File: src/wdog_pkg.sv
package wdog_pkg;

    // ****************************************
    // Timing
    // ****************************************
    localparam int CLK_MHZ = 50;
    localparam int OSC_KHZ = 128;
    localparam int STARTUP_TIMEOUT_NS = 64000;
    localparam int STARTUP_CYC = (STARTUP_TIMEOUT_NS * CLK_MHZ + 999) / 1000;
    localparam int BOD_MIN_NS = 2000;
    localparam int BOD_MIN_CYC = (BOD_MIN_NS * CLK_MHZ + 999) / 1000;
    localparam int TOUT_W = 12;
    localparam int BOD_W = 7;
    localparam logic [TOUT_W-1:0] TOUT_LAST = TOUT_W'(STARTUP_CYC - 1);
    localparam logic [BOD_W-1:0] BOD_LAST = BOD_W'(BOD_MIN_CYC - 1);
    localparam logic [1:0] UNLOCK_LAST = 2'h3;

    // ****************************************
    // Register map
    // ****************************************
    localparam logic [1:0] ADDR_CTRL = 2'h0;
    localparam logic [1:0] ADDR_RESTART = 2'h1;
    localparam logic [1:0] ADDR_STATUS = 2'h2;
    localparam int CTRL_FLAG = 7;
    localparam int CTRL_IE = 6;
    localparam int CTRL_P3 = 5;
    localparam int CTRL_UNLOCK = 4;
    localparam int CTRL_EN = 3;
    localparam logic [7:0] RESET_VALUE = 8'h00;

    // ****************************************
    // Watchdog period
    // ****************************************
    localparam int CNT_W = 21;
    localparam logic [CNT_W-1:0] PERIOD_BASE = 21'h000800;
    localparam logic [3:0] PERIOD_MAX = 4'h9;

    // ****************************************
    // Types
    // ****************************************
    typedef struct packed {
        logic safety_level_fuse;
        logic ext_reset_en;
        logic brownout_level_fuse;
    } fuses_s;

    typedef struct packed {
        logic flag;
        logic timeout_interrupt_enable;
        logic [3:0] period_select_bits;
        logic change_unlock_bit;
        logic watchdog_enable_bit;
    } wdctl_s;

    typedef enum logic [1:0] {
        ACT_NONE = 2'b00,
        ACT_IRQ = 2'b01,
        ACT_RST = 2'b10
    } action_e;

endpackage

File: src/sync_stage.sv
module sync_stage #(
    parameter int W = 1
) (
    input wire logic clk,
    input wire logic rst,
    input wire logic [W-1:0] d,
    output logic [W-1:0] q
);

    logic [W-1:0] meta_reg;

    // ****************************************
    // Two flip-flop synchroniser
    // ****************************************
    always_ff @(posedge clk) begin
        if (rst) begin
            meta_reg <= '0;
            q <= '0;
        end else begin
            meta_reg <= d;
            q <= meta_reg;
        end
    end

endmodule

File: src/wdog_reset_ctrl.sv
// Operation
// Low reset pin with the function enabled forces reset without a clock.
// After the pin rises, core stays in reset until start-up timeout ends.
// Sustained supply-low asserts reset; release follows the start-up timeout.
// Supply-low shorter than the brownout minimum duration is ignored.
// Watchdog reset is one clock pulse; timeout counting starts after it.
// Reference enable is brownout fuse OR bandgap select OR converter enable.
// Watchdog counter advances on ticks of the 128 kHz oscillator.
// Restart, disable and any device reset clear the watchdog counter.
// Ten periods; an unrestarted timeout resets the device.
// Watchdog can raise an interrupt instead of a reset.
// Safety fuse chooses level 1 or level 2 protection.
// Level 1 accepts a write setting enable with no unlock.
// Level 1 disables only via unlock write then update within four cycles.
// Level 2 keeps the watchdog running; enable reads as one.
// Level 2 period change needs the unlock sequence; enable value ignored.
// Enable and interrupt-enable together select the timeout action.
// Timeout with enable set clears interrupt-enable.
// Unlock bit self-clears four clock cycles after being set.
// Period is 2048 oscillator cycles doubling to 1048576; reserved clamps.
// Oscillator edges and events cross into the system clock safely.
// All reset sources combine; release only when idle and timeout expired.
module wdog_reset_ctrl
    import wdog_pkg::*;
(
    input wire logic clk,
    input wire logic rst,
    input wire fuses_s fuses,
    input wire logic ext_reset_n,
    input wire logic supply_low,
    input wire logic osc_128k,
    input wire logic comparator_bandgap_select,
    input wire logic converter_enable,
    input wire logic [1:0] addr,
    input wire logic [7:0] wdata,
    input wire logic wr,
    input wire logic rd,
    output logic [7:0] rdata,
    output logic core_reset,
    output logic wdt_irq,
    output logic vref_enable
);

    // ****************************************
    // Pin synchronisation
    // ****************************************
    logic [5:0] pins_s;
    fuses_s fz;
    logic ext_n_s;
    logic low_s;
    logic osc_s;
    logic osc_d_reg;
    logic osc_tick;

    sync_stage #(
        .W(6)
    ) u_sync (
        .clk(clk),
        .rst(rst),
        .d({fuses, ext_reset_n, supply_low, osc_128k}),
        .q(pins_s)
    );

    assign fz = fuses_s'(pins_s[5:3]);
    assign ext_n_s = pins_s[2];
    assign low_s = pins_s[1];
    assign osc_s = pins_s[0];

    // The oscillator is sampled as a pin; its rising edge becomes a tick.
    always_ff @(posedge clk) begin
        if (rst) begin
            osc_d_reg <= 1'b0;
        end else begin
            osc_d_reg <= osc_s;
        end
    end

    assign osc_tick = osc_s && !osc_d_reg;

    // ****************************************
    // Register decode
    // ****************************************
    wdctl_s ctl_reg;
    wdctl_s ctl_next;
    logic [1:0] ucnt_reg;
    logic core_reset_reg;
    logic wr_ctrl;
    logic restart_wr;
    logic open_seq;
    logic second_wr;
    logic level2;
    logic en_eff;
    logic dev_rst;
    logic [3:0] wr_period;
    action_e act;

    assign wr_ctrl = wr && (addr == ADDR_CTRL);
    assign restart_wr = wr && (addr == ADDR_RESTART);
    assign level2 = fz.safety_level_fuse;
    assign en_eff = ctl_reg.watchdog_enable_bit || level2;
    assign dev_rst = rst || core_reset_reg;
    assign wr_period = {wdata[CTRL_P3], wdata[2:0]};
    assign open_seq = wr_ctrl && wdata[CTRL_UNLOCK]
        && wdata[CTRL_EN];
    assign second_wr = wr_ctrl && ctl_reg.change_unlock_bit
        && !wdata[CTRL_UNLOCK];

    // ****************************************
    // Timeout action
    // ****************************************
    always_comb begin
        unique case ({en_eff, ctl_reg.timeout_interrupt_enable})
            2'b00: act = ACT_NONE;
            2'b01: act = ACT_IRQ;
            2'b10: act = ACT_RST;
            2'b11: act = ACT_IRQ;
        endcase
    end

    // ****************************************
    // Watchdog counter
    // ****************************************
    logic [CNT_W-1:0] wcnt_reg;
    logic [3:0] code_eff;
    logic [CNT_W-1:0] period_last;
    logic active;
    logic timeout;
    logic wdt_pulse_reg;

    assign code_eff = (ctl_reg.period_select_bits > PERIOD_MAX) ?
        PERIOD_MAX : ctl_reg.period_select_bits;
    assign period_last = (PERIOD_BASE << code_eff) - 21'h1;
    assign active = (act != ACT_NONE);
    // A shortened period catches a counter already past the new end.
    assign timeout = osc_tick && active && (wcnt_reg >= period_last);

    always_ff @(posedge clk) begin
        if (dev_rst || restart_wr || !active) begin
            wcnt_reg <= '0;
        end else if (osc_tick) begin
            wcnt_reg <= timeout ? '0 : wcnt_reg + 21'h1;
        end
    end

    always_ff @(posedge clk) begin
        if (dev_rst) begin
            wdt_pulse_reg <= 1'b0;
        end else begin
            wdt_pulse_reg <= timeout && (act == ACT_RST);
        end
    end

    // ****************************************
    // Control register
    // ****************************************
    always_comb begin
        ctl_next = ctl_reg;
        if (ctl_reg.change_unlock_bit && (ucnt_reg == 2'h0)) begin
            ctl_next.change_unlock_bit = 1'b0;
        end
        if (wr_ctrl) begin
            ctl_next.timeout_interrupt_enable = wdata[CTRL_IE];
            if (wdata[CTRL_FLAG]) begin
                ctl_next.flag = 1'b0;
            end
            if (second_wr) begin
                ctl_next.change_unlock_bit = 1'b0;
                ctl_next.period_select_bits = wr_period;
                if (!level2) begin
                    ctl_next.watchdog_enable_bit = wdata[CTRL_EN];
                end
            end else begin
                if (open_seq) begin
                    ctl_next.change_unlock_bit = 1'b1;
                end
                if (wdata[CTRL_EN]) begin
                    ctl_next.watchdog_enable_bit = 1'b1;
                end
                if (!level2) begin
                    ctl_next.period_select_bits = wr_period;
                end
            end
        end
        // Hardware events come last so that they win over a software clear.
        if (timeout && (act == ACT_IRQ)) begin
            ctl_next.flag = 1'b1;
        end
        if (timeout && en_eff && ctl_reg.timeout_interrupt_enable) begin
            ctl_next.timeout_interrupt_enable = 1'b0;
        end
    end

    always_ff @(posedge clk) begin
        if (dev_rst) begin
            ctl_reg <= wdctl_s'(RESET_VALUE);
        end else begin
            ctl_reg <= ctl_next;
        end
    end

    always_ff @(posedge clk) begin
        if (dev_rst) begin
            ucnt_reg <= 2'h0;
        end else if (wr_ctrl && open_seq && !second_wr) begin
            ucnt_reg <= UNLOCK_LAST;
        end else if (ctl_reg.change_unlock_bit && (ucnt_reg != 2'h0)) begin
            ucnt_reg <= ucnt_reg - 2'h1;
        end
    end

    // ****************************************
    // Brownout filter
    // ****************************************
    logic [BOD_W-1:0] bcnt_reg;
    logic bod_act_reg;
    logic bod_low;

    assign bod_low = fz.brownout_level_fuse && low_s;

    always_ff @(posedge clk) begin
        if (rst || !bod_low) begin
            bcnt_reg <= '0;
            bod_act_reg <= 1'b0;
        end else if (bcnt_reg != BOD_LAST) begin
            bcnt_reg <= bcnt_reg + 7'h01;
        end else begin
            bod_act_reg <= 1'b1;
        end
    end

    // ****************************************
    // Reset combining and start-up delay
    // ****************************************
    logic ext_async;
    logic ext_low_s;
    logic src;
    logic [TOUT_W-1:0] tcnt_reg;

    // The raw pin presets the core reset so that no clock is needed.
    assign ext_async = fuses.ext_reset_en && !ext_reset_n;
    assign ext_low_s = fz.ext_reset_en && !ext_n_s;
    assign src = rst || ext_low_s || bod_act_reg || wdt_pulse_reg;

    always_ff @(posedge clk or posedge ext_async) begin
        if (ext_async) begin
            core_reset_reg <= 1'b1;
            tcnt_reg <= TOUT_LAST;
        end else if (src) begin
            core_reset_reg <= 1'b1;
            tcnt_reg <= TOUT_LAST;
        end else if (tcnt_reg != '0) begin
            tcnt_reg <= tcnt_reg - 12'h001;
        end else begin
            core_reset_reg <= 1'b0;
        end
    end

    // ****************************************
    // Read port and outputs
    // ****************************************
    logic [7:0] ctl_rd;
    logic [7:0] status_rd;
    logic [7:0] rdata_next;
    logic [7:0] rdata_reg;
    logic irq_reg;
    logic vref_reg;

    assign ctl_rd = {ctl_reg.flag, ctl_reg.timeout_interrupt_enable,
        ctl_reg.period_select_bits[3], ctl_reg.change_unlock_bit,
        en_eff, ctl_reg.period_select_bits[2:0]};
    assign status_rd = {5'h00, ext_low_s, bod_act_reg, core_reset_reg};
    assign rdata_next = !rd ? 8'h00 :
        (addr == ADDR_CTRL) ? ctl_rd :
        (addr == ADDR_STATUS) ? status_rd : 8'h00;

    always_ff @(posedge clk) begin
        if (rst) begin
            rdata_reg <= 8'h00;
            irq_reg <= 1'b0;
            vref_reg <= 1'b0;
        end else begin
            rdata_reg <= rdata_next;
            // The timeout that arms the reset also clears the interrupt
            // enable, so a set enable keeps that last request standing.
            irq_reg <= ctl_reg.flag
                && (ctl_reg.timeout_interrupt_enable || en_eff);
            vref_reg <= fz.brownout_level_fuse || comparator_bandgap_select
                || converter_enable;
        end
    end

    assign rdata = rdata_reg;
    assign core_reset = core_reset_reg;
    assign wdt_irq = irq_reg;
    assign vref_enable = vref_reg;
endmodule
File: config.mk
export PLATFORM = sky130hd
export DESIGN_NAME = wdog_reset_ctrl
export DESIGN_NICKNAME = d
export VERILOG_FILES = /design/src/wdog_pkg.sv /design/src/sync_stage.sv /design/src/wdog_reset_ctrl.sv
export SDC_FILE = /design/constraint.sdc
export NUM_CORES = 1
export LEC_CHECK = 0
export CAP_MARGIN = 20
export CORE_MARGIN = 2
export CORE_UTILIZATION = 63
export CTS_CLUSTER_DIAMETER = 40
export DETAILED_ROUTE_END_ITERATION = 12
export DONT_BUFFER_PORTS = 1
export GPL_TIMING_DRIVEN = 0
export PLACE_DENSITY = 0.79
export RECOVER_POWER = 25
export SYNTH_ARGS = -nofsm -noshare
export SYNTH_HDL_FRONTEND = slang
export SYNTH_SLANG_ARGS = --single-unit
File: constraint.sdc
create_clock -name clk -period 3.5 [get_ports clk]
set_input_delay 0.175 -clock clk [delete_from_list [all_inputs] [get_ports clk]]
set_output_delay 0.175 -clock clk [all_outputs]
set_load 0.1 [all_outputs]
==> impl_metrics.env <==
export IMPL_drc_errors=0
export IMPL_grt_use_total_pct=25.9
export IMPL_diodes=0
export IMPL_grt_pass1_wl_mm=12.3
export IMPL_min_path_cells=2
export IMPL_yosysSeqAreaShare_pct=46.2
export IMPL_critPathRequiredTime_ns=3.73
export IMPL_p_per_area_nw_per_um2=446
export IMPL_wl_per_cell_um=15.3
export IMPL_comb_power_share_pct=3.3
export IMPL_p_int_uw=1390
export IMPL_clk_latency_ns=0.36
export IMPL_syn_num_nets=411
export IMPL_finalPower_uw=1770
export IMPL_initial_core_util_pct=66.4
export IMPL_r2r_start="ctl_rd[1]$_SDFFE_PP0P_"
export IMPL_crit_chain="or2_2 > or3_1 > ha_1 > nor3_1 > a21o_1 > a32oi_1 > ha_1 > nand4_1 > a2111oi_2 > a211oi_1 > a21oi_1 > buf_2 > a311oi_1"
export IMPL_drtAntennaViolNets=0
export IMPL_coreArea_um2=5200
export IMPL_die_w_um=78.1
export IMPL_tritoncts="yes"
export IMPL_io_buffers=0
export IMPL_cp_arrival_ns=3.49
export IMPL_timing_slew_headroom_pct=36.6
export IMPL_yosys_warnings=0
export IMPL_endpoint_kind="flip-flop"
export IMPL_grt_pass1_vias=2665
export IMPL_synth_edf_count=0
export IMPL_post_dp_hpwl_mm=4.77
export IMPL_async_reset_ff_share_pct=17.1
export IMPL_finClkSkew_ns=0.0108
export IMPL_slowest_delay_ns=0.38
export IMPL_post_route_min_period_ns=3.26
export IMPL_clk_path_buf_depth=2
export IMPL_die_area_um2=6100
export IMPL_cts_root_buf="clkbuf_8"
export IMPL_pin_count=33
export IMPL_clockPowerShare_pct=46.1
export IMPL_dominantRegCellSynth="dfxtp_1"
export IMPL_cp_common_cell="ha_1"
export IMPL_vias_per_cell=5.69
export IMPL_timing_rr_end="ctl_rd[6]$_SDFFE_PP0P_"
export IMPL_yosysTopAreaCell="dfxtp_1"
export IMPL_setup_tns_ns=0
export IMPL_sw_frac_of_total_pct=21.7
export IMPL_setup_worst_path_class="flip-flop to flip-flop"
export IMPL_path_max_fanout=10
export IMPL_syn_area_um2=3460
export IMPL_cts_made_buffers=9
export IMPL_worstHoldStart="wdata[3]"
export IMPL_die_h_um=78.1
export IMPL_outcome="completed"
export IMPL_finalSetupViolations=0
export IMPL_setup_ws_ns=0.235
export IMPL_drt_total_wl_mm=7.30
export IMPL_area_growth_pct=14.7
export IMPL_layout_nets=439
export IMPL_path_clk_slew_ns=0.08
export IMPL_slowest_stage="dfxtp_1"
export IMPL_whs_ns=0.0112
export IMPL_regToRegSetupSlack_ns=0.24
export IMPL_worst_hold_path_endpoint="ctl_reg[0]$_SDFFE_PP0P_"
export IMPL_drive_gt1_share_pct=10.1
export IMPL_synth_cells=374
export IMPL_hold_viol=0
export IMPL_grt_max_degree=15
export IMPL_grt_overflow=0
export IMPL_synth_area_per_cell_um2=9.25
export IMPL_clkSinkCount=76
export IMPL_cp_top_family="simple AND/OR/NAND/NOR gates"
export IMPL_reg2regPathDepth=13
export IMPL_dp_slack_ns=0.214
export IMPL_critPathLaunchType="flip-flop"
export IMPL_tightest_slew_ns=0.949
export IMPL_period_share_pct=93.3
export IMPL_num_vias=2712
export IMPL_largest_reg_flops=21
export IMPL_slew_viol_final=0
export IMPL_drt_pass1_iterations=4
export IMPL_htreeDepth=3
export IMPL_synth_most_common_cell="dfxtp_1"
export IMPL_n_fill_cell=348
export IMPL_rsz0062_at_grt="false"
export IMPL_p_seq_share_pct=50.5
export IMPL_synth_seq_cells=76
export IMPL_cts_setup_buffers=0
export IMPL_ys_top_cells_by_area="dfxtp_1 36%, dfstp_2 7.6%, ha_1 5.4%"
export IMPL_leakage_uw=0.00145
export IMPL_synth_commonest_cells="63 x dfxtp_1, 31 x nor3_1, 30 x nor2_1"
export IMPL_fmax_mhz=306
export IMPL_synth_top_cell_area_share_pct=36.5
export IMPL_p_sw_uw=383
export IMPL_antenna_found_initial=0
export IMPL_rows=26
export IMPL_place_congestion=0.819
export IMPL_drt_iter0_drc=135
export IMPL_ys_types=48
export IMPL_irDropWorstVdd_mv=0.342
export IMPL_hold_class="primary input to flip-flop"
export IMPL_crit_buf_inv=1
export IMPL_maxCapViolCount=0
cell families after synthesis:
kind of cell | Yosys count | share of synthesized area, %
AND/OR/NAND/NOR | 178 | 28.0
buffers and inverters | 24 | 2.97
multiplexers | 9 | 2.61
adder cells (fa/ha/maj) | 15 | 5.43
AO/OA/AOI/OAI | 40 | 6.84
flip-flops | 76 | 46.2
XOR/XNOR | 31 | 7.85
other | 1 | 0.108
metal layers:
layer | track usage, % | up-vias | routed length (um)
li1 | - | 1375 | -
met1 | 31.9 | 1269 | 3250
met2 | 43.4 | 59 | 3580
met3 | 7.59 | 9 | 373
met4 | 9.30 | 0 | 93
met5 | 0 | - | 0
worst max path at each step:
stage | from | end | cells after the start
finish | ctl_rd[1]$_SDFFE_PP0P_ | ctl_rd[6]$_SDFFE_PP0P_ | 13
detailed placement | ctl_rd[1]$_SDFFE_PP0P_ | wcnt_reg[16]$_SDFFE_PP0P_ | 13
global placement | ctl_rd[1]$_SDFFE_PP0P_ | ctl_rd[6]$_SDFFE_PP0P_ | 13
CTS | ctl_rd[1]$_SDFFE_PP0P_ | wcnt_reg[16]$_SDFFE_PP0P_ | 13
floorplan | ctl_rd[1]$_SDFFE_PP0P_ | ctl_rd[6]$_SDFFE_PP0P_ | 13
global route | ctl_rd[1]$_SDFFE_PP0P_ | ctl_rd[6]$_SDFFE_PP0P_ | 13
cell usage in the layout (no fill, tap or decap), types with 3 or more instances in the layout:
cell type      instances
a21oi_1               18
nand3b_1               7
dfstp_2               10
dfrtp_1                3
or3_1                  5
mux2i_1                9
bufinv_16              3
nor3_1                31
inv_1                 13
nor2b_1               18
buf_2                  4
clkbuf_8               9
xor2_1                19
xnor2_1               12
clkbuf_1               6
and3_1                 7
nor4_1                 7
ha_1                  15
and2_1                 4
nand2b_1               3
nand3_1               14
nand4_1               11
dfxtp_1               63
nand2_1               26
o21ai_0               10
nor2_1                30
dlygate4sd3_1         16
final cells by class:
type / count / area, um2 / share of cell area, %
Multi-Input combinational cell: 274 / 1760 / 44.4
Sequential cell: 76 / 1600 / 40.3
Timing Repair Buffer: 17 / 165 / 4.16
Clock buffer: 9 / 124 / 3.12
Clock inverter: 7 / 123 / 3.09
Tap cell: 70 / 87.6 / 2.21
Buffer: 11 / 56.3 / 1.42
Inverter: 13 / 48.8 / 1.23
through the flow:
stage                     instance area, um2  util (%)  std cells
after CTS                               3960      76.0        477
final                                   3970      76.2        477
after detailed placement                3550      68.2        445
after global placement                  3550      68.1        444
after global routing                    3970      76.2        477
after floorplan                         3460         -        374
worst register-to-register path, cell delays in order, from the launching register on:
cell and delay, ns:
dfxtp_1 0.38, or2_2 0.34, or3_1 0.35, ha_1 0.25, nor3_1 0.15, a21o_1 0.11
a32oi_1 0.11, ha_1 0.30, nand4_1 0.14, a2111oi_2 0.26, a211oi_1 0.15, a21oi_1 0.24
buf_2 0.26, a311oi_1 0.11
power by group through the flow:
stage          sequential, uW  combinational [uW]  clock [uW]
2_1_floorplan             912                34.2           0
3_5_place_dp              913                43.2           0
6_report                  894                58.7         816
4_1_cts                   893                57.4         826
5_1_grt                   895                65.2         869
3_3_place_gp              912                41.2           0
timing repair:
| action | CTS | global route |
|---|---|---|
| gates resized for setup | 0 | 3 |
| setup endpoints to repair | 0 | 20 |
| hold endpoints to repair | 17 | 0 |
| hold buffers | 16 | 0 |
No activity file was read; power rests on OpenSTA's default activity.
